[config.mk]
export PLATFORM = sky130hd
export DESIGN_NAME = sbnv_host
export DESIGN_NICKNAME = d
export VERILOG_FILES = /design/src/common/sbnv_pkg.sv /design/src/design/sbnv_sync.sv /design/src/design/sbnv_host.sv
export SDC_FILE = /design/constraint.sdc
export NUM_CORES = 1
export LEC_CHECK = 0
export ABC_CLOCK_PERIOD_IN_PS = 3000
export CAP_MARGIN = 20
export CORE_MARGIN = 2
export CORE_UTILIZATION = 50
export DETAILED_ROUTE_END_ITERATION = 10
export DONT_BUFFER_PORTS = 1
export PLACE_DENSITY = 0.77
export SLEW_MARGIN = 20
export SYNTH_ARGS = -nofsm -noshare
export SYNTH_HDL_FRONTEND = slang
export SYNTH_HIERARCHICAL = 1
export SYNTH_SLANG_ARGS = --single-unit
[constraint.sdc]
create_clock -name core_clk -period 3 [get_ports core_clk]
set_input_delay 0.15 -clock core_clk [delete_from_list [all_inputs] [get_ports core_clk]]
set_output_delay 0.15 -clock core_clk [all_outputs]
set_load 0.01 [all_outputs]
[src/common/sbnv_pkg.sv]
/*
  package of the byte-wide nonvolatile memory port host: pin bundle, request and
  answer structs, and the cycle counts of the strobe sequence.
  assumes a 200 MHz core_clk; all times are rounded to whole cycles.
*/
// Behaviour
// - hold strobes low for access time
// - select high for minimum precharge after access
// - select never low beyond its maximum time
// - each access gets its own select fall
// - select held high during power transitions
// - write strobe high through power transitions
package sbnv_pkg;
  localparam int unsigned ADDR_W = 15;
  localparam int unsigned DATA_W = 8;
  localparam int unsigned CLK_PERIOD_NS = 5;
  // device figures, in ns
  localparam int unsigned ACCESS_TIME_NS = 70;
  localparam int unsigned PRECHARGE_TIME_MIN_NS = 60;
  localparam int unsigned SETUP_TIME_NS = 5;
  localparam int unsigned CE_LOW_MAX_NS = 10000;
  localparam int unsigned ACCESS_CYC = (ACCESS_TIME_NS + CLK_PERIOD_NS - 1) / CLK_PERIOD_NS;
  localparam int unsigned PRECHARGE_CYC =
    (PRECHARGE_TIME_MIN_NS + CLK_PERIOD_NS - 1) / CLK_PERIOD_NS;
  localparam int unsigned SETUP_CYC = (SETUP_TIME_NS + CLK_PERIOD_NS - 1) / CLK_PERIOD_NS;
  localparam int unsigned CE_LOW_MAX_CYC = CE_LOW_MAX_NS / CLK_PERIOD_NS;
  localparam int unsigned CNT_W = 8;
  localparam logic [CNT_W-1:0] CNT_ZERO = 8'h00;
  // three extra cycles: two for the input synchroniser, one so that the
  // sampled byte is never taken at the very edge where it turns valid
  localparam logic [CNT_W-1:0] ACCESS_CNT = CNT_W'(ACCESS_CYC + 3);
  localparam logic [CNT_W-1:0] PRECHARGE_CNT = CNT_W'(PRECHARGE_CYC);
  localparam logic [CNT_W-1:0] SETUP_CNT = CNT_W'(SETUP_CYC);
  localparam logic [DATA_W-1:0] DATA_RST = 8'h00;
  localparam logic [ADDR_W-1:0] ADDR_RST = 15'h0000;

  typedef struct packed {
    logic [ADDR_W-1:0] address_lines;
    logic [DATA_W-1:0] data_out;
    logic data_oe_n;
    logic chip_sel_n;
    logic write_n;
    logic out_drive_n;
  } sbnv_pins_t;

  typedef struct packed {
    logic valid;
    logic write;
    logic [ADDR_W-1:0] addr;
    logic [DATA_W-1:0] wdata;
  } sbnv_req_t;

  typedef struct packed {
    logic done;
    logic [DATA_W-1:0] rdata;
  } sbnv_rsp_t;
endpackage

[src/design/sbnv_sync.sv]
/*
  two-flop synchroniser for the data lines read back from the memory.
  assumes the data lines are asynchronous to core_clk.
*/
module sbnv_sync #(
  parameter int unsigned W = 8
) (
  // clock and reset
  input wire logic core_clk,
  input wire logic rst_n,
  // data
  input wire logic [W-1:0] async_in,
  output logic [W-1:0] sync_out
);
  typedef struct packed {
    logic [W-1:0] meta;
    logic [W-1:0] sync;
  } sbnv_sync_st_t;

  sbnv_sync_st_t st_r;
  sbnv_sync_st_t st_nxt;

  always_comb begin
    st_nxt.meta = async_in;
    st_nxt.sync = st_r.meta;
  end

  always_ff @(posedge core_clk) begin
    if (!rst_n) begin
      st_r <= '0;
    end else begin
      st_r <= st_nxt;
    end
  end

  assign sync_out = st_r.sync;
endmodule

[src/design/sbnv_host.sv]
/*
  host controller for a byte-wide nonvolatile memory with strobed chip select.
  each request runs: setup, select fall, access, select rise, precharge.
  assumes the user holds a request stable while req.valid and not busy,
  and that the board turns the enables into real pin drive.
*/
module sbnv_host (
  // clock and reset
  input wire logic core_clk,
  input wire logic rst_n,
  // user request and answer
  input wire sbnv_pkg::sbnv_req_t req,
  output logic busy,
  output sbnv_pkg::sbnv_rsp_t rsp,
  // memory pins
  input wire logic [sbnv_pkg::DATA_W-1:0] data_in,
  output sbnv_pkg::sbnv_pins_t pins
);
  typedef enum logic [2:0] {
    ST_IDLE,
    ST_SETUP,
    ST_ACCESS,
    ST_PRECHARGE
  } sbnv_state_t;

  typedef struct packed {
    sbnv_state_t state;
    logic [sbnv_pkg::CNT_W-1:0] cnt;
    logic is_write;
    logic busy;
    sbnv_pkg::sbnv_rsp_t rsp;
    sbnv_pkg::sbnv_pins_t pins;
  } sbnv_host_st_t;

  sbnv_host_st_t st_r;
  sbnv_host_st_t st_nxt;
  logic [sbnv_pkg::DATA_W-1:0] data_sync;

  // ===========================================================
  // read data synchroniser
  sbnv_sync #(
    .W(sbnv_pkg::DATA_W)
  ) u_sync (
    .core_clk(core_clk),
    .rst_n(rst_n),
    .async_in(data_in),
    .sync_out(data_sync)
  );

  // ===========================================================
  // strobe sequencer
  always_comb begin
    st_nxt = st_r;
    st_nxt.rsp.done = 1'b0;
    unique case (st_r.state)
      ST_IDLE: begin
        // select parked high between accesses and from reset
        st_nxt.pins.chip_sel_n = 1'b1;
        st_nxt.pins.write_n = 1'b1;
        st_nxt.pins.out_drive_n = 1'b1;
        st_nxt.pins.data_oe_n = 1'b1;
        if (req.valid) begin
          st_nxt.state = ST_SETUP;
          st_nxt.busy = 1'b1;
          st_nxt.is_write = req.write;
          st_nxt.pins.address_lines = req.addr;
          st_nxt.pins.data_out = req.wdata;
          // write strobe low before select: select-controlled write
          st_nxt.pins.write_n = !req.write;
          st_nxt.pins.data_oe_n = !req.write;
          st_nxt.cnt = sbnv_pkg::SETUP_CNT;
        end
      end
      ST_SETUP: begin
        if (st_r.cnt <= 8'h01) begin
          // fresh select fall for every access latches the address
          st_nxt.pins.chip_sel_n = 1'b0;
          st_nxt.pins.out_drive_n = st_r.is_write;
          st_nxt.state = ST_ACCESS;
          st_nxt.cnt = sbnv_pkg::ACCESS_CNT;
        end else begin
          st_nxt.cnt = st_r.cnt - 8'h01;
        end
      end
      ST_ACCESS: begin
        // strobes held for the full access time, bounded well under max low
        if (st_r.cnt <= 8'h01) begin
          // write ends as select and strobe rise together
          st_nxt.pins.chip_sel_n = 1'b1;
          st_nxt.pins.write_n = 1'b1;
          st_nxt.pins.out_drive_n = 1'b1;
          st_nxt.state = ST_PRECHARGE;
          st_nxt.cnt = sbnv_pkg::PRECHARGE_CNT;
          if (!st_r.is_write) begin
            st_nxt.rsp.rdata = data_sync;
          end
        end else begin
          st_nxt.cnt = st_r.cnt - 8'h01;
        end
      end
      ST_PRECHARGE: begin
        // data released after the write strobe rises
        st_nxt.pins.data_oe_n = 1'b1;
        if (st_r.cnt <= 8'h01) begin
          // next access allowed straight away, no polling
          st_nxt.state = ST_IDLE;
          st_nxt.busy = 1'b0;
          // no done for the precharge wait that follows reset
          st_nxt.rsp.done = st_r.busy;
        end else begin
          st_nxt.cnt = st_r.cnt - 8'h01;
        end
      end
      default: begin
        st_nxt.state = ST_IDLE;
      end
    endcase
  end

  always_ff @(posedge core_clk) begin
    if (!rst_n) begin
      // a reset may cut an access: select then stays high a full precharge
      st_r.state <= ST_PRECHARGE;
      st_r.cnt <= sbnv_pkg::PRECHARGE_CNT;
      st_r.is_write <= 1'b0;
      st_r.busy <= 1'b0;
      st_r.rsp.done <= 1'b0;
      st_r.rsp.rdata <= sbnv_pkg::DATA_RST;
      st_r.pins.address_lines <= sbnv_pkg::ADDR_RST;
      st_r.pins.data_out <= sbnv_pkg::DATA_RST;
      st_r.pins.data_oe_n <= 1'b1;
      st_r.pins.chip_sel_n <= 1'b1;
      st_r.pins.write_n <= 1'b1;
      st_r.pins.out_drive_n <= 1'b1;
    end else begin
      st_r <= st_nxt;
    end
  end

  assign busy = st_r.busy;
  assign rsp = st_r.rsp;
  assign pins = st_r.pins;
endmodule

==> impl_results.md <==
* Status: complete, no violations
* Die height at slightly above 80 um
* Worst Path Max Fanout at 9
* Area Growth Syn to Fin at 9.748%
* Initial antenna violation count at 0
* Share of cells above drive strength 1 at 0.1082
* RSZ-0062 raised after global routing: false
* # hold bufs at CTS at 33
* Synth unique cells at ~50
* Max Clock Skew at around 0.0086 ns
* IO Count at just over 70
* Post-DP Area at 2679 um2
* DR pass1 iterations at 4
* Later-pin clock latency in the skew report at around 0.34 ns
* Total negative slack at 0 ns
* Die width at between 80 and 90 um
* Post-CTS setup buffer count at 0
* DR iter-0 viols at 260
* Avg Cell Area, Syn at around 8.5 um2
* TritonCTS Buffers at 9
* Starting Density at 0.5250
* Critical path arrival at about 2.7 ns
* Net Count, Synth at approximately 390
* First-pass GRT wire length at 10290 um
* Yosys warns at 6
* Sequential fraction of the synthesis area at 0.4378
* Worst vdd ir at between 0.0003 and 0.0004 V
* Post-synth top flop: dfxtp_1
* Inst Count DP at between 300 and 400
* R2R Setup Slk at approximately 0.55 ns
* Wirelength per Cell at approximately 16 um
* Max clock buf depth at 2
* # DRC at 0
* Slowest cell delay on critical path at 0.70 ns
* # H-tree levels at 3
* Row count at 27
* RR Endpoint: st_r[44]
* # diodes at 0
* Core area at between 5000 and 6000 um2
* Synth Cell Area at about 2900 um2
* Max Cap Viol at 0
* DP Wirelength at between 4000 and 5000 um
* Fin crit share at 0.8173
* Global Route Usage Sum at 0.2088
* Critical path class: flop to flop
* Finish-stage setup viols at 0
* Worst r2r path cells at 6
* Nets at around 380
* Required time of the critical path at 3.25 ns
* Fraction of registers with async set/reset at 0
* Worst Setup EP: st_r[44]
* Worst path depth at 6
* Post-CTS Resized at 0
* Largest cells by area after synthesis: dfxtp_1, buf_4, a21oi_1
* Clk pin slew, worst setup/hold paths at 0.07 ns
* Min Clock Period, post-route at between 2 and 2.5 ns
* Total congestion overflow at 0
* Maximum operating frequency at between 400 and 500 MHz
* Fill cell count at approximately 490
* Input/output buffers at 0
* Non-Filler Instances at approximately 410
* Largest net degree at the start of global routing at 27
* PD cells at around 760 nW/um2
* Reg-to-Reg Start: st_r[38]
* Post-synth EDFFs at 0
* WHS Path Cells at 2
* Slowest-stage cell, CP: a2111oi_0
* CP endpoint kind: flop
* Mapped Cells at roughly 350
* DRT Wirelength at roughly 6600 um
* Ordered cell list for the critical path: inv_1, ha_1, or2_1, a2111oi_0, a31oi_1, a311oi_1
* CP bufs+invs at 1
* Root Driver: clkbuf_8
* Startpoint Class: flop
* CP delay by family, top: compound AO/OA/AOI/OAI gates
* Max-slew headroom at 0.4126
* Yosys top cell area share at 0.4378
* Max-slew violation count at 0
* Number of global-route vias before repair at roughly 2200
* Post-synthesis cell type with the largest combined area: dfxtp_1
* CTS sink count at 64
* Critical path startpoint: st_r[38]
* DR vias/cell at ~5.6
* Worst min path class: input pin to flop
* ANT nets after route at 0
* Design area at roughly 3200 um2
* Register bit total from synthesis at 64
* CTS tree: done
* Worst-Margin Slew at roughly 0.88 ns
* Die ar. at 6481 um2
* RePlAce Congestion at 0.9749
* Vias at around 2300
* Hold Violations, Final at 0
* Leak Pwr at 0.001127 uW
[stage by stage]
step / utilization / power (uW) / hold slack [ns] / setup WS (ns)
6_report: 0.5762 / 2454 / 0.01497 / 0.5481
5_1_grt: 0.5762 / 2586 / 0.01631 / 0.4161
4_1_cts: 0.5762 / 2449 / 0.006957 / 0.6348
3_5_place_dp: 0.4806 / 1658 / 0.2306 / 0.6814
3_3_place_gp: 0.4806 / 1643 / 0.2262 / 0.8178
2_1_floorplan: - / 1552 / 0.2773 / 0.9446
[kinds of logic after synthesis]
| group | after synthesis | synth area share |
|---|---|---|
| AOI/OAI and AO/OA | 86 | 0.1804 |
| muxes | 1 | 0.003420 |
| adders and majority gates | 7 | 0.02993 |
| DFF | 64 | 0.4378 |
| and+or+nand+nor | 124 | 0.2176 |
| buffers and inverters | 63 | 0.1308 |
[power by group]
group / internal [uW] / switching, uW / total (uW) / leakage [uW]
Clock: 390 / 361 / 751 / 0.0000925
Sequential: 922 / 86.5 / 1010 / 0.000521
Combinational: 257 / 437 / 694 / 0.000513
[flip-flops by register name, indices dropped and copies added (netlist names)]
register and count:
busy 1, pins 27, u_sync/sync_out 8, rsp 9, st_r 11, u_sync/st_nxt 8
[how the worst min path moves through the flow]
stage | startpoint | end | slack [ns]
floorplan | data_in[1] | u_sync/st_nxt[1] | 0.28
global placement | rst_n | st_r[46] | 0.23
detailed placement | rst_n | st_r[46] | 0.23
CTS | rst_n | st_r[38] | 0.007
global route | rst_n | st_r[38] | 0.02
finish | rst_n | st_r[38] | 0.01
[metal layers]
metal	wire length (um)	track usage
met1	2678	0.2411
met2	3327	0.3583
met3	525	0.07640
met4	53	0.06441
met5	0	0
[placed cells by master (no fill, tap or decap), types with 3 or more instances in the layout]
cell / Yosys / layout
dfxtp_1: 64 / 64
nand2_1: 56 / 56
a21oi_1: 42 / 42
dlygate4sd3_1: 0 / 33
o21ai_0: 17 / 17
nand3_1: 16 / 16
and2_2: 12 / 12
inv_1: 9 / 9
nor2_1: 9 / 9
clkbuf_8: 0 / 9
ha_1: 7 / 7
and2_1: 5 / 5
nor3_1: 4 / 4
a31oi_1: 4 / 4
or2_2: 3 / 3
nand4_1: 3 / 3
nor2b_1: 3 / 3
o21ai_1: 3 / 3
clkinvlp_4: 0 / 3
[layout make-up]
class	count	area (um2)	area share
Sequential cell	64	1281	0.3989
Multi-Input combinational cell	218	1262	0.3931
Timing Repair Buffer	34	337.8	0.1052
Clock buffer	9	123.9	0.03857
Tap cell	72	90.09	0.02805
Clock inverter	7	78.83	0.02454
Inverter	10	37.54	0.01169
[synth_stat cells, types with 4 or more instances]
cell type   n
buf_4      37
o21ai_0    17
nand2_1    56
ha_1        7
and2_2     12
nor3_1      4
dfxtp_1    64
a31oi_1     4
inv_1       9
clkbuf_1   13
a21oi_1    42
and2_1      5
nor2_1      9
nand3_1    16
Power figures use the tool's default switching activity.
